<file path="src/hw/fpr_map.svh">
// register map, field positions, reset values and timing counts of the fan duty ramp block
// assumes the including file supplies nothing; definitions only
`ifndef FPR_MAP_SVH
`define FPR_MAP_SVH

// ==========================================================
// register offsets
`define FPR_OFS_FLOOR_RAMP1 8'h62
`define FPR_OFS_RAMP23 8'h63
`define FPR_OFS_MIN_DUTY1 8'h64
`define FPR_OFS_MIN_DUTY2 8'h65
`define FPR_OFS_MIN_DUTY3 8'h66

// ==========================================================
// reset values
`define FPR_RST_FLOOR_RAMP1 8'h00
`define FPR_RST_RAMP23 8'h00
`define FPR_RST_MIN_DUTY 8'h80

// ==========================================================
// field positions
`define FPR_FLOOR_SEL_LSB 5
`define FPR_RESERVED_BIT 4
`define FPR_RAMP1_EN_BIT 3
`define FPR_RAMP1_CODE_LSB 0
`define FPR_RAMP2_EN_BIT 7
`define FPR_RAMP2_CODE_LSB 4
`define FPR_RAMP3_EN_BIT 3
`define FPR_RAMP3_CODE_LSB 0

// ==========================================================
// timing: clock period in ps, one millisecond in ps, step intervals in ms
`define FPR_CLK_PERIOD_PS 4000
`define FPR_MS_PS 1000000000
`define FPR_MS_CYCLES (`FPR_MS_PS / `FPR_CLK_PERIOD_PS)
`define FPR_STEP_MS_0 8'd206
`define FPR_STEP_MS_1 8'd104
`define FPR_STEP_MS_2 8'd69
`define FPR_STEP_MS_3 8'd41
`define FPR_STEP_MS_4 8'd26
`define FPR_STEP_MS_5 8'd18
`define FPR_STEP_MS_6 8'd10
`define FPR_STEP_MS_7 8'd5
`define FPR_DUTY_FULL 8'hFF

`endif

</file>
<file path="src/hw/fpr_pkg.sv">
// types shared by the fan duty ramp block
// assumes fpr_map.svh holds the numeric constants
package fpr_pkg;

	// ==========================================================
	// types
	typedef logic [7:0] fpr_duty_t;
	typedef logic [2:0] fpr_step_code_t;
	typedef logic signed [7:0] fpr_temp_t;

endpackage : fpr_pkg

</file>
<file path="src/hw/fpr_top.sv">
// fan duty target and ramp limiter for three automatic fan channels, with its control registers
// assumes a register access port driven by the serial port decoder, synchronous to ref_clk_i,
// and zone temperature, limit, hysteresis and slope supplied per channel by the zone logic
`timescale 1ns/10ps
`include "fpr_map.svh"

module fpr_top import fpr_pkg::*; #(
	parameter int unsigned MS_CYCLES = `FPR_MS_CYCLES
) (
	input wire logic ref_clk_i,
	input wire logic rst_i,
	input wire logic lock_i,
	input wire logic [7:0] reg_addr_i,
	input wire logic [7:0] reg_wdata_i,
	input wire logic reg_wr_i,
	input wire logic reg_rd_i,
	output logic [7:0] reg_rdata_o,
	output logic reg_rvalid_o,
	input wire logic [2:0] sample_valid_i,
	input wire logic [7:0] temp_ch1_i,
	input wire logic [7:0] temp_ch2_i,
	input wire logic [7:0] temp_ch3_i,
	input wire logic [7:0] low_limit_ch1_i,
	input wire logic [7:0] low_limit_ch2_i,
	input wire logic [7:0] low_limit_ch3_i,
	input wire logic [3:0] hyst_ch1_i,
	input wire logic [3:0] hyst_ch2_i,
	input wire logic [3:0] hyst_ch3_i,
	input wire logic [7:0] slope_ch1_i,
	input wire logic [7:0] slope_ch2_i,
	input wire logic [7:0] slope_ch3_i,
	output logic [7:0] duty_ch1_o,
	output logic [7:0] duty_ch2_o,
	output logic [7:0] duty_ch3_o,
	output logic [2:0] fan_on_o
);

	// ==========================================================
	// helpers
	function automatic logic [7:0] step_ms(input fpr_step_code_t code);
		logic [7:0] ms;
		ms = `FPR_STEP_MS_0;
		case (code)
			3'h0: ms = `FPR_STEP_MS_0;
			3'h1: ms = `FPR_STEP_MS_1;
			3'h2: ms = `FPR_STEP_MS_2;
			3'h3: ms = `FPR_STEP_MS_3;
			3'h4: ms = `FPR_STEP_MS_4;
			3'h5: ms = `FPR_STEP_MS_5;
			3'h6: ms = `FPR_STEP_MS_6;
			default: ms = `FPR_STEP_MS_7;
		endcase
		return ms;
	endfunction : step_ms

	// ==========================================================
	// control registers
	logic [7:0] floor_ramp1_r;
	logic [7:0] ramp23_r;
	fpr_duty_t min_duty_r [3];
	logic [7:0] reg_rdata_r;
	logic reg_rvalid_r;

	wire wr_ok = reg_wr_i & ~lock_i;
	wire hit_fr1 = (reg_addr_i == `FPR_OFS_FLOOR_RAMP1);
	wire hit_r23 = (reg_addr_i == `FPR_OFS_RAMP23);
	wire hit_min1 = (reg_addr_i == `FPR_OFS_MIN_DUTY1);
	wire hit_min2 = (reg_addr_i == `FPR_OFS_MIN_DUTY2);
	wire hit_min3 = (reg_addr_i == `FPR_OFS_MIN_DUTY3);
	wire [2:0] hit_min = {hit_min3, hit_min2, hit_min1};

	// the reserved bit is never stored so it always reads back as zero
	logic [7:0] fr1_wmask;
	assign fr1_wmask = ~(8'h01 << `FPR_RESERVED_BIT);

	always_ff @(posedge ref_clk_i) begin
		if (rst_i) begin
			floor_ramp1_r <= `FPR_RST_FLOOR_RAMP1;
		end else if (wr_ok && hit_fr1) begin
			floor_ramp1_r <= reg_wdata_i & fr1_wmask;
		end
	end

	always_ff @(posedge ref_clk_i) begin
		if (rst_i) begin
			ramp23_r <= `FPR_RST_RAMP23;
		end else if (wr_ok && hit_r23) begin
			ramp23_r <= reg_wdata_i;
		end
	end

	logic [7:0] rd_mux;
	always_comb begin
		rd_mux = 8'h00;
		if (hit_fr1) begin
			rd_mux = floor_ramp1_r;
		end else if (hit_r23) begin
			rd_mux = ramp23_r;
		end else if (hit_min1) begin
			rd_mux = min_duty_r[0];
		end else if (hit_min2) begin
			rd_mux = min_duty_r[1];
		end else if (hit_min3) begin
			rd_mux = min_duty_r[2];
		end
	end

	always_ff @(posedge ref_clk_i) begin
		if (rst_i) begin
			reg_rdata_r <= 8'h00;
			reg_rvalid_r <= 1'b0;
		end else begin
			reg_rvalid_r <= reg_rd_i;
			if (reg_rd_i) begin
				reg_rdata_r <= rd_mux;
			end
		end
	end

	assign reg_rdata_o = reg_rdata_r;
	assign reg_rvalid_o = reg_rvalid_r;

	// ==========================================================
	// per-channel field decode
	wire [2:0] floor_sel = floor_ramp1_r[`FPR_FLOOR_SEL_LSB +: 3];
	wire [2:0] ramp_en = {ramp23_r[`FPR_RAMP3_EN_BIT], ramp23_r[`FPR_RAMP2_EN_BIT],
		floor_ramp1_r[`FPR_RAMP1_EN_BIT]};
	fpr_step_code_t ramp_code [3];
	assign ramp_code[0] = floor_ramp1_r[`FPR_RAMP1_CODE_LSB +: 3];
	assign ramp_code[1] = ramp23_r[`FPR_RAMP2_CODE_LSB +: 3];
	assign ramp_code[2] = ramp23_r[`FPR_RAMP3_CODE_LSB +: 3];

	fpr_temp_t temp [3];
	fpr_temp_t low_limit [3];
	logic [3:0] hyst [3];
	logic [7:0] slope [3];
	assign temp[0] = temp_ch1_i;
	assign temp[1] = temp_ch2_i;
	assign temp[2] = temp_ch3_i;
	assign low_limit[0] = low_limit_ch1_i;
	assign low_limit[1] = low_limit_ch2_i;
	assign low_limit[2] = low_limit_ch3_i;
	assign hyst[0] = hyst_ch1_i;
	assign hyst[1] = hyst_ch2_i;
	assign hyst[2] = hyst_ch3_i;
	assign slope[0] = slope_ch1_i;
	assign slope[1] = slope_ch2_i;
	assign slope[2] = slope_ch3_i;

	// ==========================================================
	// shared millisecond tick; long count so it is a parameter for short simulations
	logic [31:0] ms_cnt_r;
	logic ms_tick_r;
	wire ms_wrap = (ms_cnt_r == 32'(MS_CYCLES - 1));

	always_ff @(posedge ref_clk_i) begin
		if (rst_i) begin
			ms_cnt_r <= 32'h0000_0000;
			ms_tick_r <= 1'b0;
		end else begin
			ms_cnt_r <= ms_wrap ? 32'h0000_0000 : ms_cnt_r + 32'h0000_0001;
			ms_tick_r <= ms_wrap;
		end
	end

	// ==========================================================
	// channels
	fpr_duty_t duty_r [3];
	logic [2:0] fan_on_r;

	genvar g;
	generate
		for (g = 0; g < 3; g++) begin : g_ch
			fpr_duty_t target_r;
			logic [7:0] step_cnt_r;
			logic step_tick;

			always_ff @(posedge ref_clk_i) begin
				if (rst_i) begin
					min_duty_r[g] <= `FPR_RST_MIN_DUTY;
				end else if (wr_ok && hit_min[g]) begin
					min_duty_r[g] <= reg_wdata_i;
				end
			end

			// signed distances, nine bits so no wrap at the ends of the range
			wire signed [8:0] over = 9'(temp[g]) - 9'(low_limit[g]);
			wire signed [8:0] off_pt = 9'(low_limit[g]) - $signed({5'h00, hyst[g]});
			wire at_or_above = (over >= 9'sd0);
			wire below_hyst = ($signed(9'(temp[g])) < off_pt);
			wire [15:0] rise = slope[g] * over[7:0];
			wire [16:0] lin = 17'(min_duty_r[g]) + 17'(rise);
			wire fpr_duty_t lin_sat = (lin > 17'(`FPR_DUTY_FULL)) ? `FPR_DUTY_FULL : lin[7:0];

			// hysteresis decides whether a zero-floor channel is still running
			logic fan_on_nxt;
			always_comb begin
				fan_on_nxt = fan_on_r[g];
				if (at_or_above) begin
					fan_on_nxt = 1'b1;
				end else if (below_hyst) begin
					fan_on_nxt = 1'b0;
				end
			end

			logic [7:0] target_nxt;
			always_comb begin
				if (at_or_above) begin
					target_nxt = lin_sat;
				end else if (floor_sel[g] || fan_on_nxt) begin
					target_nxt = min_duty_r[g];
				end else begin
					target_nxt = 8'h00;
				end
			end

			always_ff @(posedge ref_clk_i) begin
				if (rst_i) begin
					fan_on_r[g] <= 1'b0;
					target_r <= 8'h00;
				end else if (sample_valid_i[g]) begin
					fan_on_r[g] <= fan_on_nxt;
					target_r <= target_nxt;
				end
			end

			// step interval counter, held cleared while ramping is off
			wire [7:0] last_ms = step_ms(ramp_code[g]) - 8'h01;
			assign step_tick = ms_tick_r && (step_cnt_r >= last_ms);

			always_ff @(posedge ref_clk_i) begin
				if (rst_i || !ramp_en[g]) begin
					step_cnt_r <= 8'h00;
				end else if (ms_tick_r) begin
					step_cnt_r <= step_tick ? 8'h00 : step_cnt_r + 8'h01;
				end
			end

			logic [7:0] duty_nxt;
			always_comb begin
				duty_nxt = duty_r[g];
				if (!ramp_en[g]) begin
					duty_nxt = target_r;
				end else if (step_tick && duty_r[g] < target_r) begin
					duty_nxt = duty_r[g] + 8'h01;
				end else if (step_tick && duty_r[g] > target_r) begin
					duty_nxt = duty_r[g] - 8'h01;
				end
			end

			always_ff @(posedge ref_clk_i) begin
				if (rst_i) begin
					duty_r[g] <= 8'h00;
				end else begin
					duty_r[g] <= duty_nxt;
				end
			end
		end
	endgenerate

	assign duty_ch1_o = duty_r[0];
	assign duty_ch2_o = duty_r[1];
	assign duty_ch3_o = duty_r[2];
	assign fan_on_o = fan_on_r;

endmodule : fpr_top

</file>
<file path="config.mk">
export PLATFORM = sky130hd
export DESIGN_NAME = fpr_top
export DESIGN_NICKNAME = d
export VERILOG_FILES = /design/src/hw/fpr_pkg.sv /design/src/hw/fpr_top.sv
export VERILOG_INCLUDE_DIRS = /design/src /design/src/hw
export SDC_FILE = /design/constraint.sdc
export NUM_CORES = 1
export LEC_CHECK = 0
export ABC_AREA = 1
export BUFFER_PORTS_ARGS = -buffer_cell sky130_fd_sc_hd__buf_2
export CAP_MARGIN = 30
export CORE_MARGIN = 2
export CORE_UTILIZATION = 55
export DETAILED_ROUTE_END_ITERATION = 12
export PLACE_DENSITY = 0.77
export SLEW_MARGIN = 20
export SYNTH_ARGS = -nofsm -noshare
export SYNTH_HDL_FRONTEND = slang
export SYNTH_SLANG_ARGS = --single-unit
</file>
<file path="constraint.sdc">
create_clock -name ref_clk_i -period 6.3 [get_ports ref_clk_i]
set_clock_uncertainty 0.1 [all_clocks]
set_input_delay 0.945 -clock ref_clk_i [delete_from_list [all_inputs] [get_ports ref_clk_i]]
set_output_delay 0.945 -clock ref_clk_i [all_outputs]
set_load 0.005 [all_outputs]
</file>
==> run_summary.xml <==
<?xml version="1.0" encoding="UTF-8"?>
<metrics>
  <group name="timing">
    <metric name="drv_slew" unit="">0</metric>
    <metric name="max_slew_headroom" unit="">0.436</metric>
    <metric name="final-hold-violation-count" unit="">0</metric>
    <metric name="final_period_minus_worst_setup_slack" unit="ns">6.10</metric>
    <metric name="worst_pin_slew" unit="ns">0.846</metric>
    <metric name="setup-violations-final" unit="">0</metric>
    <metric name="maxClockFrequency" unit="MHz">164</metric>
    <metric name="totalNegativeSetupSlack" unit="ns">0</metric>
    <metric name="layout_worst_path_cycle_share" unit="">0.968</metric>
  </group>
  <group name="placed_design">
    <metric name="placedCellCount" unit="">3453</metric>
    <metric name="detailed_place_hpwl" unit="um">41300</metric>
    <metric name="port_buffers" unit="">143</metric>
    <metric name="postPlaceCellArea" unit="um^2">21400</metric>
    <metric name="gpl.final_weighted_congestion" unit="">1.02</metric>
  </group>
  <group name="logic_synthesis">
    <metric name="synth_seq_area_share" unit="">0.175</metric>
    <metric name="synth-edff-count" unit="">24</metric>
    <metric name="synth.distinct_cells" unit="">54</metric>
    <metric name="syn-mean-instance-area" unit="um^2">7.00</metric>
    <metric name="synth-seq-cells" unit="">156</metric>
    <metric name="post_synth_inst_count" unit="">2750</metric>
    <metric name="synth_top_cell_area_share" unit="">0.166</metric>
    <metric name="yosys_most_used_dff" unit="">dfxtp_1</metric>
    <metric name="synth.net_count" unit="">3255</metric>
    <metric name="yosys_warnings" unit="">0</metric>
    <metric name="async_flop_share" unit="">0</metric>
    <metric name="post_synth_instance_area" unit="um^2">19200</metric>
    <metric name="post-synth-top-area-cell" unit="">ha_1</metric>
    <metric name="synth_area_leaders" unit="">ha_1 17%, fa_1 15%, dfxtp_1 14%</metric>
  </group>
  <group name="setup_path">
    <metric name="critical_path_class" unit="">in -&gt; reg</metric>
    <metric name="critical_path.endpoint" unit="">g_ch[1].target_r[2]</metric>
    <metric name="cell_repeated_most_along_the_worst_path" unit="">nand2_1</metric>
    <metric name="critical_path.startpoint_type" unit="">input pin</metric>
    <metric name="cp_data_arrival_time" unit="ns">6.32</metric>
    <metric name="master_of_the_slowest_instance_on_the_critical_path" unit="">fa_1</metric>
    <metric name="cp_max_fo" unit="">8</metric>
    <metric name="r2r-start" unit="">min_duty_r[0][7]</metric>
    <metric name="r2r_slack" unit="ns">1.73</metric>
    <metric name="critical_path.endpoint_type" unit="">flop</metric>
    <metric name="crit_path_max_incr_delay" unit="ns">0.54</metric>
    <metric name="reg2regPathDepth" unit="">22</metric>
    <metric name="critPathLaunch" unit="">temp_ch2_i[0]</metric>
    <metric name="r2r-end" unit="">g_ch[0].target_r[2]</metric>
    <metric name="cp_data_required_time" unit="ns">6.52</metric>
  </group>
  <group name="global_route">
    <metric name="grt_first_pass_wirelength" unit="um">82700</metric>
    <metric name="grt_start_max_net_pins" unit="">51</metric>
    <metric name="first_global_vias" unit="">18400</metric>
    <metric name="antenna_found_initial" unit="">7</metric>
    <metric name="gr-usage-all-layers" unit="">0.275</metric>
    <metric name="global_route.overflow_total" unit="">0</metric>
  </group>
  <group name="drt">
    <metric name="antenna_left" unit="">0</metric>
    <metric name="routed_wire_length_per_instance" unit="um">14.4</metric>
    <metric name="first_pass_iters" unit="">5</metric>
    <metric name="vias" unit="">18700</metric>
    <metric name="drt-initial-drc-count" unit="">1212</metric>
    <metric name="detail_route.wirelength" unit="um">50400</metric>
    <metric name="post_drt_via_cell_ratio" unit="">5.34</metric>
    <metric name="remaining_drc_errors" unit="">0</metric>
  </group>
  <group name="cts">
    <metric name="ctsHtreeMaxLevel" unit="">4</metric>
    <metric name="worst_setup_hold_path_clk_slew" unit="ns">0.07</metric>
    <metric name="tritoncts" unit="">yes</metric>
    <metric name="ctsHoldBuffers" unit="">0</metric>
    <metric name="cts_buffers" unit="">17</metric>
    <metric name="clock_path_buffers" unit="">2</metric>
    <metric name="clk_root_buffer_cell" unit="">clkbuf_16</metric>
    <metric name="clock_sink_count" unit="">156</metric>
    <metric name="insertion_delay" unit="ns">0.43</metric>
  </group>
  <group name="final_layout">
    <metric name="finalNonFillerCells" unit="">3504</metric>
    <metric name="synthToLayoutAreaGrowth" unit="%">18.1</metric>
    <metric name="layout.cells.most_common_list" unit="">572 x nand2_1, 527 x inv_1, 291 x nor2_1</metric>
    <metric name="final_design_area_no_fill" unit="um^2">22700</metric>
    <metric name="fillCellCount" unit="">2936</metric>
    <metric name="final_net_count" unit="">3537</metric>
    <metric name="final_common_cell" unit="">nand2_1</metric>
    <metric name="layout-drive-gt1-share" unit="">0.156</metric>
  </group>
  <group name="pwr">
    <metric name="power-per-cell-area" unit="nW/um^2">450</metric>
    <metric name="pwr-share-clk" unit="">0.097</metric>
    <metric name="pwr-share-comb" unit="">0.795</metric>
    <metric name="p_sw" unit="mW">5.08</metric>
    <metric name="report.power.total" unit="mW">10.2</metric>
    <metric name="leakage" unit="nW">12.0</metric>
    <metric name="power.internal" unit="mW">5.14</metric>
    <metric name="sequential_group_share_of_total_power" unit="">0.108</metric>
    <metric name="ir_worst_vdd" unit="mV">0.634</metric>
    <metric name="switching_portion_of_total_power" unit="">0.497</metric>
  </group>
  <group name="job">
    <metric name="max_cap_viol_count" unit="">0</metric>
  </group>
  <group name="floorplan">
    <metric name="chipHeight" unit="um">191</metric>
    <metric name="die_w" unit="um">191</metric>
    <metric name="std_cell_rows" unit="">68</metric>
    <metric name="total_die_area" unit="um^2">36500</metric>
    <metric name="design.core.area" unit="um^2">34500</metric>
    <metric name="ioPinCount" unit="">144</metric>
    <metric name="initial_utilization" unit="">0.558</metric>
  </group>
  <group name="outcome">
    <metric name="outcome" unit="">complete, no violations</metric>
  </group>
  <group name="worst_hold_path">
    <metric name="hold_path_class" unit="">reg -&gt; reg</metric>
  </group>
</metrics>
through the flow:
step	hold WS [ns]	worst slack [ns]	utilization
after floorplan	0.329	0.00706	-
after global placement	0.339	-0.510	0.621
after detailed placement	0.351	-0.498	0.622
after CTS	0.367	0.00268	0.639
after global routing	0.392	-0.104	0.659
final	0.361	0.202	0.659
sequential cells by signal, indices dropped and copies added, names as in the netlist, 7 cells and up:
register	flops
duty_r	24
floor_ramp1_r	7
g_ch.step_cnt_r	24
g_ch.target_r	24
min_duty_r	24
ms_cnt_r	32
ramp23_r	8
reg_rdata_o	8
kinds of logic (layout without fill, tap and decap cells):
group,count (synthesis),after routing,share of synthesized area
adder cells (fa/ha/maj),397,397,0.313
flip-flops,156,156,0.175
other,0,4,0
AO/OA/AOI/OAI,339,339,0.0954
buffers and inverters,570,865,0.112
multiplexers,1,1,0.000520
XOR/XNOR,71,71,0.0323
AND/OR/NAND/NOR,1216,1216,0.272
how the worst min path moves through the flow:
stage / from / end / depth (start not counted)
3_5_place_dp: ms_cnt_r[0] / ms_cnt_r[0] / 1
4_1_cts: ms_cnt_r[0] / ms_cnt_r[0] / 1
3_3_place_gp: ms_cnt_r[0] / ms_cnt_r[0] / 1
6_report: ms_cnt_r[0] / ms_cnt_r[0] / 1
5_1_grt: reg_rdata_o[4] / reg_rdata_o[4] / 2
2_1_floorplan: ms_cnt_r[0] / ms_cnt_r[0] / 1
cell type report:
type | instances | area [um^2] | area share
Multi-Input combinational cell | 2024 | 14300 | 0.631
Sequential cell | 156 | 3360 | 0.148
Inverter | 542 | 2030 | 0.0895
Timing Repair Buffer | 291 | 1840 | 0.0811
Tap cell | 455 | 569 | 0.0251
Clock buffer | 18 | 450 | 0.0198
Clock inverter | 14 | 121 | 0.00534
Antenna cell | 4 | 10.0 | 0.000440
power groups by stage:
stage	Sequential (mW)	Clock, mW	Combinational [mW]
after floorplan	1.11	0	4.66
after global placement	1.12	0	6.62
after detailed placement	1.12	0	6.73
after CTS	1.10	1.00	6.85
after global routing	1.11	1.05	9.13
final	1.10	0.994	8.12
routing by layer:
layer,vias to the layer above,share of wire,global-route usage
li1,9309,-,-
met1,8780,0.43,0.345
met2,514,0.48,0.482
met3,118,0.060,0.0397
met4,6,0.029,0.0951
met5,-,0.00071,0
synthesized netlist by cell type (6+ instances only):
cell type  number
nor4_1          7
inv_1         531
or2_2          20
nor3_1         32
edfxtp_1       24
nor2_1        303
nand3b_1       18
nand4_1        46
nand2_1       599
nand3_1       147
ha_1          256
a21oi_1       196
o21ai_0        82
nor2_2          7
a31oi_1        11
o22ai_1         6
o21bai_1        8
clkinv_1        6
dfxtp_1       132
a21o_1          7
clkbuf_1       20
o211ai_1        8
xnor2_1        29
nor3b_1        10
fa_1          141
xor2_1         42
nand2_2         6
worst max-delay path: cells and delay by family:
family                   cells  cell delay [ns]
buffers and inverters        7             0.50
AND/OR/NAND/NOR             15             1.66
AO/OA/AOI/OAI                3             0.33
adder cells (fa/ha/maj)      7             2.84
what timing repair did:
item | CTS | global route
endpoints found under the setup margin | 24 | 24
resized for setup | 8 | 114
gates cloned | 0 | 0
pin swaps | 1 | 60
setup buffers | 1 | 11
No activity file was read; power rests on OpenSTA's default activity.
